$ cat config.mk
export PLATFORM = sky130hd
export DESIGN_NAME = usbctl_top
export DESIGN_NICKNAME = d
export VERILOG_FILES = /design/src/common/usbctl_pkg.sv /design/src/hdl/usbctl_sync.sv /design/src/hdl/usbctl_top.sv
export VERILOG_INCLUDE_DIRS = /design/src /design/src/common
export SDC_FILE = /design/constraint.sdc
export NUM_CORES = 1
export LEC_CHECK = 0
export ABC_AREA = 0
export BUFFER_PORTS_ARGS = -buffer_cell sky130_fd_sc_hd__buf_2
export CORE_ASPECT_RATIO = 1.5
export CORE_MARGIN = 8
export CORE_UTILIZATION = 53
export DETAILED_ROUTE_END_ITERATION = 12
export GPL_ROUTABILITY_DRIVEN = 1
export PLACE_DENSITY = 0.91
export SYNTH_ARGS = -nofsm -noshare
export SYNTH_HDL_FRONTEND = slang
export SYNTH_SLANG_ARGS = --single-unit
$ cat constraint.sdc
create_clock -name clk_sys_i -period 2.4 [get_ports clk_sys_i]
set_input_delay 0.36 -clock clk_sys_i [delete_from_list [all_inputs] [get_ports clk_sys_i]]
set_output_delay 0.36 -clock clk_sys_i [all_outputs]
set_load 0.05 [all_outputs]
$ cat src/common/usbctl_defines.svh
// Functional notes
// Setting module enable activates engine and clears all pingpong indicators.
// With enable clear, other control bits are ignored and device detaches.
// Enable also switches on regulator when configuration allows it.
// Firmware configures everything before setting enable.
// Bit 5 reads the live single-ended-zero state of the bus lines.
// Firmware watches bit 5 leaving SE0 to tell power-up from bus reset.
// While pointer reset bit is one, all pingpong pointers select even bank.
// Pointer reset bit is not self-clearing; firmware writes it to zero.
// Pointer reset bit is ignored when no pingpong buffering is configured.
// SETUP token sets the lockout flag; while set, token processing halts.
// Writing one to lockout does nothing; writing zero clears it.
// Pending descriptor events stay visible through the status FIFO during lockout.
// While resume bit is one, engine drives resume signaling on the bus.
// Firmware holds resume for 10 ms, then clears it.
// Suspend bit puts module and regulator in low power and stops engine clock.
// In suspend device stays attached with transceiver outputs idle.
// Firmware sets suspend after bus idle, clears after bus activity.
// Internal transceiver disable resets to zero, transceiver active.
// Speed select one means full speed, zero means low speed.
// Pull-up enable only acts when the internal transceiver is in use.
// Firmware sets speed, transceiver, pull-up only before enabling.
// Endpoint buffers sit in dual-ported memory located by descriptors.
// Pingpong field: 00 none, 01 EP0 OUT, 10 all, 11 all but EP0.
// Engine clock is 48 MHz at full speed, 6 MHz at low speed.
// Control bits 7 and 0 read zero and ignore writes.
`ifndef USBCTL_DEFINES_SVH
`define USBCTL_DEFINES_SVH
`define USBCTL_ADDR_W 4
`define USBCTL_OFS_CTRL 4'h0
`define USBCTL_OFS_CFG 4'h1
`define USBCTL_OFS_PPI 4'h2
`define USBCTL_CTRL_SUSP 1
`define USBCTL_CTRL_RESUME 2
`define USBCTL_CTRL_EN 3
`define USBCTL_CTRL_LOCK 4
`define USBCTL_CTRL_SE0 5
`define USBCTL_CTRL_PPRST 6
`define USBCTL_CFG_PP_LSB 0
`define USBCTL_CFG_FS 2
`define USBCTL_CFG_XOFF 3
`define USBCTL_CFG_PU 4
`define USBCTL_CTRL_RST 8'h00
`define USBCTL_CFG_RST 8'h00
`define USBCTL_CTRL_WMASK 8'h5e
`define USBCTL_CFG_WMASK 8'h1f
`endif

$ cat src/common/usbctl_pkg.sv
package usbctl_pkg;
    typedef enum logic [1:0] {
        USBCTL_PP_NONE = 2'h0,
        USBCTL_PP_EP0OUT = 2'h1,
        USBCTL_PP_ALL = 2'h2,
        USBCTL_PP_NOEP0 = 2'h3
    } usbctl_pp_mode_t;
    typedef enum logic [2:0] {
        USBCTL_ST_DETACHED = 3'b001,
        USBCTL_ST_ACTIVE = 3'b010,
        USBCTL_ST_SUSPEND = 3'b100
    } usbctl_state_t;
endpackage : usbctl_pkg

$ cat src/hdl/usbctl_sync.sv
`timescale 1ns/1ns
// Two-flop synchroniser; stage one is read by stage two only
module usbctl_sync #(
    parameter int WIDTH = 2,
    // Reset to the idle level of the inputs so no false event follows reset
    parameter logic [WIDTH-1:0] RST_VAL = '0
) (
    input wire logic clk_sys_i,
    input wire logic sys_rst_i,
    input wire logic [WIDTH-1:0] async_i,
    output logic [WIDTH-1:0] sync_o
);
    logic [WIDTH-1:0] meta_q;
    logic [WIDTH-1:0] sync_q;
    initial begin
        if (WIDTH < 1) $error("usbctl_sync: WIDTH must be positive");
    end
    always_ff @(posedge clk_sys_i) begin
        if (sys_rst_i) begin
            meta_q <= RST_VAL;
            sync_q <= RST_VAL;
        end else begin
            meta_q <= async_i;
            sync_q <= meta_q;
        end
    end
    assign sync_o = sync_q;
endmodule : usbctl_sync

$ cat src/hdl/usbctl_top.sv
`timescale 1ns/1ns
`include "usbctl_defines.svh"
module usbctl_top
    import usbctl_pkg::*;
#(
    parameter int NUM_EP = 16
) (
    input wire logic clk_sys_i,
    input wire logic sys_rst_i,
    input wire logic [`USBCTL_ADDR_W-1:0] reg_addr_i,
    input wire logic [7:0] reg_wdata_i,
    input wire logic reg_wr_i,
    input wire logic reg_rd_i,
    output logic [7:0] reg_rdata_o,
    input wire logic bus_dp_i,
    input wire logic bus_dm_i,
    input wire logic setup_token_i,
    input wire logic regulator_cfg_en_i,
    input wire logic [NUM_EP-1:0] pp_toggle_i,
    output logic [NUM_EP-1:0] pingpong_buffer_indicator_o,
    output logic engine_active_o,
    output logic attach_o,
    output logic pullup_on_o,
    output logic full_speed_o,
    output logic xcvr_internal_o,
    output logic regulator_on_o,
    output logic regulator_lowpower_o,
    output logic engine_clk_en_o,
    output logic packet_proc_en_o,
    output logic resume_drive_o,
    output logic xcvr_idle_o
);
    usbctl_state_t state_q, state_d;
    logic [7:0] ctrl_q, ctrl_d;
    logic [7:0] cfg_q, cfg_d;
    logic [NUM_EP-1:0] ppi_q, ppi_d;
    logic [7:0] rdata_q, rdata_d;
    logic [1:0] lines_s;
    logic se0_live;
    logic en;
    logic pp_rst_eff;
    usbctl_pp_mode_t pp_mode;

    initial begin
        if (NUM_EP < 1 || NUM_EP > 16) $error("usbctl_top: NUM_EP must be 1..16");
    end

    // Bit set in the mask marks an endpoint that uses ping-pong in the given mode
    function automatic logic [NUM_EP-1:0] pp_used(input usbctl_pp_mode_t m);
        logic [NUM_EP-1:0] r;
        r = '0;
        case (m)
            USBCTL_PP_NONE: r = '0;
            USBCTL_PP_EP0OUT: r[0] = 1'b1;
            USBCTL_PP_ALL: r = '1;
            USBCTL_PP_NOEP0: begin
                r = '1;
                r[0] = 1'b0;
            end
            default: r = '0;
        endcase
        return r;
    endfunction : pp_used

    // Idle full-speed J is D+ high, D- low; a zero reset would fake an SE0
    usbctl_sync #(.WIDTH(2), .RST_VAL(2'b10)) u_line_sync (
        .clk_sys_i(clk_sys_i),
        .sys_rst_i(sys_rst_i),
        .async_i({bus_dp_i, bus_dm_i}),
        .sync_o(lines_s)
    );

    assign se0_live = (lines_s == 2'b00);
    assign en = ctrl_q[`USBCTL_CTRL_EN];
    assign pp_mode = usbctl_pp_mode_t'(cfg_q[`USBCTL_CFG_PP_LSB +: 2]);
    // Pointer reset has no meaning without ping-pong buffering
    assign pp_rst_eff = en && ctrl_q[`USBCTL_CTRL_PPRST]
        && (pp_mode != USBCTL_PP_NONE);

    always_comb begin
        ctrl_d = ctrl_q;
        cfg_d = cfg_q;
        if (reg_wr_i && reg_addr_i == `USBCTL_OFS_CTRL) begin
            // Bits 7, 0 and the live flag are not stored
            ctrl_d = reg_wdata_i & `USBCTL_CTRL_WMASK;
            // Lockout is clear-only from software
            ctrl_d[`USBCTL_CTRL_LOCK] = ctrl_q[`USBCTL_CTRL_LOCK]
                && reg_wdata_i[`USBCTL_CTRL_LOCK];
        end
        if (reg_wr_i && reg_addr_i == `USBCTL_OFS_CFG) begin
            cfg_d = reg_wdata_i & `USBCTL_CFG_WMASK;
        end
        // Hardware set beats a same-cycle software clear
        if (en && setup_token_i) begin
            ctrl_d[`USBCTL_CTRL_LOCK] = 1'b1;
        end
    end

    always_comb begin
        state_d = state_q;
        case (state_q)
            USBCTL_ST_DETACHED: if (en) state_d = USBCTL_ST_ACTIVE;
            USBCTL_ST_ACTIVE: begin
                if (!en) state_d = USBCTL_ST_DETACHED;
                else if (ctrl_q[`USBCTL_CTRL_SUSP]) state_d = USBCTL_ST_SUSPEND;
            end
            USBCTL_ST_SUSPEND: begin
                if (!en) state_d = USBCTL_ST_DETACHED;
                else if (!ctrl_q[`USBCTL_CTRL_SUSP]) state_d = USBCTL_ST_ACTIVE;
            end
            default: state_d = USBCTL_ST_DETACHED;
        endcase
    end

    always_comb begin
        ppi_d = ppi_q;
        if (state_q == USBCTL_ST_DETACHED && en) begin
            ppi_d = '0;
        end else if (pp_rst_eff) begin
            ppi_d = '0;
        // Lockout freezes toggles only; indicators stay readable to firmware
        end else if (en && state_q == USBCTL_ST_ACTIVE
            && !ctrl_q[`USBCTL_CTRL_LOCK]) begin
            ppi_d = ppi_q ^ (pp_toggle_i & pp_used(pp_mode));
        end
    end

    always_comb begin
        rdata_d = 8'h00;
        if (reg_rd_i) begin
            case (reg_addr_i)
                `USBCTL_OFS_CTRL: begin
                    rdata_d = ctrl_q & `USBCTL_CTRL_WMASK;
                    rdata_d[`USBCTL_CTRL_SE0] = se0_live;
                end
                `USBCTL_OFS_CFG: rdata_d = cfg_q;
                `USBCTL_OFS_PPI: rdata_d = 8'(ppi_q);
                default: rdata_d = 8'h00;
            endcase
        end
    end

    always_ff @(posedge clk_sys_i) begin
        if (sys_rst_i) begin
            state_q <= USBCTL_ST_DETACHED;
            ctrl_q <= `USBCTL_CTRL_RST;
            cfg_q <= `USBCTL_CFG_RST;
            ppi_q <= '0;
            rdata_q <= 8'h00;
        end else begin
            state_q <= state_d;
            ctrl_q <= ctrl_d;
            cfg_q <= cfg_d;
            ppi_q <= ppi_d;
            rdata_q <= rdata_d;
        end
    end

    // Outputs: attach, pull-up, regulator, clock, processing and resume gated by enable so a detached module stays inert
    assign reg_rdata_o = rdata_q;
    assign pingpong_buffer_indicator_o = ppi_q;
    assign engine_active_o = (state_q != USBCTL_ST_DETACHED);
    assign attach_o = en;
    assign xcvr_internal_o = !cfg_q[`USBCTL_CFG_XOFF];
    assign full_speed_o = cfg_q[`USBCTL_CFG_FS];
    assign pullup_on_o = en && cfg_q[`USBCTL_CFG_PU] && !cfg_q[`USBCTL_CFG_XOFF];
    assign regulator_on_o = en && regulator_cfg_en_i;
    assign regulator_lowpower_o = en && (state_q == USBCTL_ST_SUSPEND);
    // Gate only; the clock itself is stopped by the clock tree cell
    assign engine_clk_en_o = en && (state_q == USBCTL_ST_ACTIVE);
    // Enable gates too, so the cycle after detach already shows the engine idle
    assign packet_proc_en_o = en && (state_q == USBCTL_ST_ACTIVE)
        && !ctrl_q[`USBCTL_CTRL_LOCK];
    assign resume_drive_o = en && ctrl_q[`USBCTL_CTRL_RESUME];
    assign xcvr_idle_o = (state_q != USBCTL_ST_ACTIVE) && !resume_drive_o;
endmodule : usbctl_top

==> impl_metrics.py <==
metrics = {
    "floorplan": {
        "start_util_pct": 55.7,
        "dieArea_um2": 6160,
        "rows": 27,
        "die_height_um": 92.2,
        "core_um2": 3680,
        "io_pins": 71,
        "dieWidth_um": 66.8,
    },
    "global_routing": {
        "antenna_found_initial": 0,
        "grt_pass1_wl_mm": 8.35,
        "track_usage_pct": 16.9,
        "grt_max_degree": 35,
        "grt_pass1_vias": 1838,
        "grt_remaining_overflow": 0,
    },
    "drt": {
        "ant_nets": 0,
        "wl_mm": 5.15,
        "dr.pass1.iters": 4,
        "drtIter0Drc": 83,
        "drc": 0,
        "met1_length_mm": 2.05,
        "wl_met3_um": 311,
        "viasPerCell": 5.74,
        "topRoutingLayerUsed": "met4",
        "vias": 1854,
        "wl_per_cell_um": 15.9,
        "wl_met2_mm": 2.71,
    },
    "cts": {
        "postCtsSetupBuffers": 0,
        "cts_resized": 0,
        "h-tree-depth": 2,
        "postCtsHoldBufs": 0,
        "clk_latency_ns": 0.29,
        "cts_root_buf": "clkbuf_8",
        "clockBufferDepth": 2,
        "clk_pin_slew_ns": 0.07,
        "cts_tree": "done",
        "clkSinkCount": 41,
        "cts_buffers": 5,
    },
    "power": {
        "leakagePower_nw": 1.04,
        "p_per_area_nw_per_um2": 498,
        "vdd_drop_max_mv": 0.366,
        "p_total_mw": 1.23,
    },
    "critical_path": {
        "crit_path_start_kind": "flip-flop",
        "worstSetupEndpointType": "output pin",
        "crit_type": "reg2out",
        "crit_arrival_ns": 1.81,
        "worstPathRequired_ns": 2.04,
        "critical_path.max_fanout": 34,
    },
    "sta": {
        "max_freq_ghz": 0.460,
        "setup_viol": 0,
        "worst_slew_pin_slew_ns": 0.654,
        "fin_worst_skew_ns": 0.00528,
        "slew_headroom_pct": 56.3,
        "final_max_slew_viol_count": 0,
        "layout_setup_ws_ns": 0.226,
        "hold_viol": 0,
        "fin_tns_setup_ns": 0,
        "whs_ns": 0.264,
        "rsz0062_at_grt": "false",
        "period_minus_slack_ns": 2.17,
        "min_period_over_period_pct": 90.6,
    },
    "synth": {
        "netlist_area_um2": 2050,
        "ys_ff_latch": 41,
        "synth.area.top_cells": "dfxtp_1, a211oi_2, o31ai_1, or4_4, inv_1",
        "synthArstFlopShare_pct": 0,
        "yosysTopAreaCell": "dfxtp_1",
        "ys_warn_count": 0,
        "syn_avg_cell_area_um2": 9.36,
        "synth_top_area_share_pct": 40.0,
        "syn_nets": 258,
        "synth.distinct_cells": 37,
        "synthFlopType": "dfxtp_1",
        "ys_seq_area_share_pct": 40.0,
        "synth_edf_count": 0,
        "synthCells": 219,
        "synth_most_common_cell": "dfxtp_1",
        "ys_top_cells_by_count": "dfxtp_1, inv_1, o31ai_1, a21oi_1",
    },
    "final_layout": {
        "multiInputGateArea_um2": 1060,
        "fillers": 288,
        "seq_area_um2": 821,
        "area_growth_pct": 20.6,
        "final_core_util_pct": 67.1,
        "antenna_cells": 0,
        "final_cells": 323,
        "drive_above_1_share_pct": 40.0,
        "finalNetCount": 319,
        "finalInstanceArea_um2": 2470,
    },
    "min_path": {
        "worstHoldPathType": "in2reg",
    },
    "run_status": {
        "status": "completed",
    },
    "placed_design": {
        "dp_cells": 316,
        "pre_cts_slack_ns": 0.425,
        "placed_cell_area_um2": 2390,
        "place_congestion": 0.869,
        "dp_hpwl_mm": 3.83,
        "io_buffer_count": 68,
    },
    "run": {
        "drv_cap": 0,
    },
}
-- state kept, by name, indices dropped and copies added, names as in the netlist --
| name | cells |
|---|---|
| u_line_sync.sync_o | 2 |
| cfg_q | 5 |
| reg_rdata_o | 8 |
| u_line_sync.meta_q | 2 |
| state_q | 3 |
| pingpong_buffer_indicator_o | 16 |
| ctrl_q | 5 |
-- routing by layer --
metal | track usage (%) | vias up
met5 | 0 | -
met4 | 6.80 | 0
met3 | 4.87 | 8
met2 | 29.4 | 50
met1 | 18.3 | 878
li1 | - | 918
-- power by group --
group          internal [mW]  switching (mW)
registers              0.685         0.00342
logic                 0.0373          0.0532
clock network          0.228           0.225
total                  0.951           0.282
-- area by class of cell --
cell class                      count  area share (%)
Timing Repair Buffer               73            15.3
Clock buffer                        7            3.49
Sequential cell                    41            33.2
Tap cell                           43            2.18
Multi-Input combinational cell    140            43.0
Inverter                           19            2.88
-- critical path: stages, from the launching register on --
cell	delay, ns
dfxtp_1	0.56
nand4bb_4	0.48
nor2_2	0.20
buf_2	0.29
-- worst paths after layout --
path                            slack, ns             startpoint                         endpoint  depth (start not counted)
worst min register to register       0.41  u_line_sync.meta_q[1]            u_line_sync.sync_o[1]                          1
worst min-delay path                 0.26               bus_dp_i            u_line_sync.meta_q[1]                          2
worst max register to register       0.38             state_q[1]  pingpong_buffer_indicator_o[11]                          3
worst max-delay path                 0.23             state_q[1]                 packet_proc_en_o                          3
-- placed cells by master (no fill, tap or decap), types with 5 or more instances in the layout --
| cell type | count |
|---|---|
| or4_1 | 5 |
| o31ai_1 | 17 |
| nor2_1 | 7 |
| nand3_1 | 9 |
| buf_2 | 68 |
| o21ai_0 | 11 |
| or4_4 | 11 |
| mux2i_1 | 5 |
| clkbuf_8 | 6 |
| buf_4 | 5 |
| a211oi_1 | 5 |
| a211oi_2 | 11 |
| a21oi_1 | 13 |
| dfxtp_1 | 41 |
| inv_1 | 19 |
-- logic make-up after synthesis --
logic type | after synthesis | synth area share, %
fa+ha+maj | 3 | 1.83
buf+inv | 38 | 8.48
xor+xnor | 2 | 0.854
mux | 5 | 2.44
compound gates | 64 | 23.6
simple gates | 66 | 22.8
flops | 41 | 40.0
(Power assumes the default switching activity.)
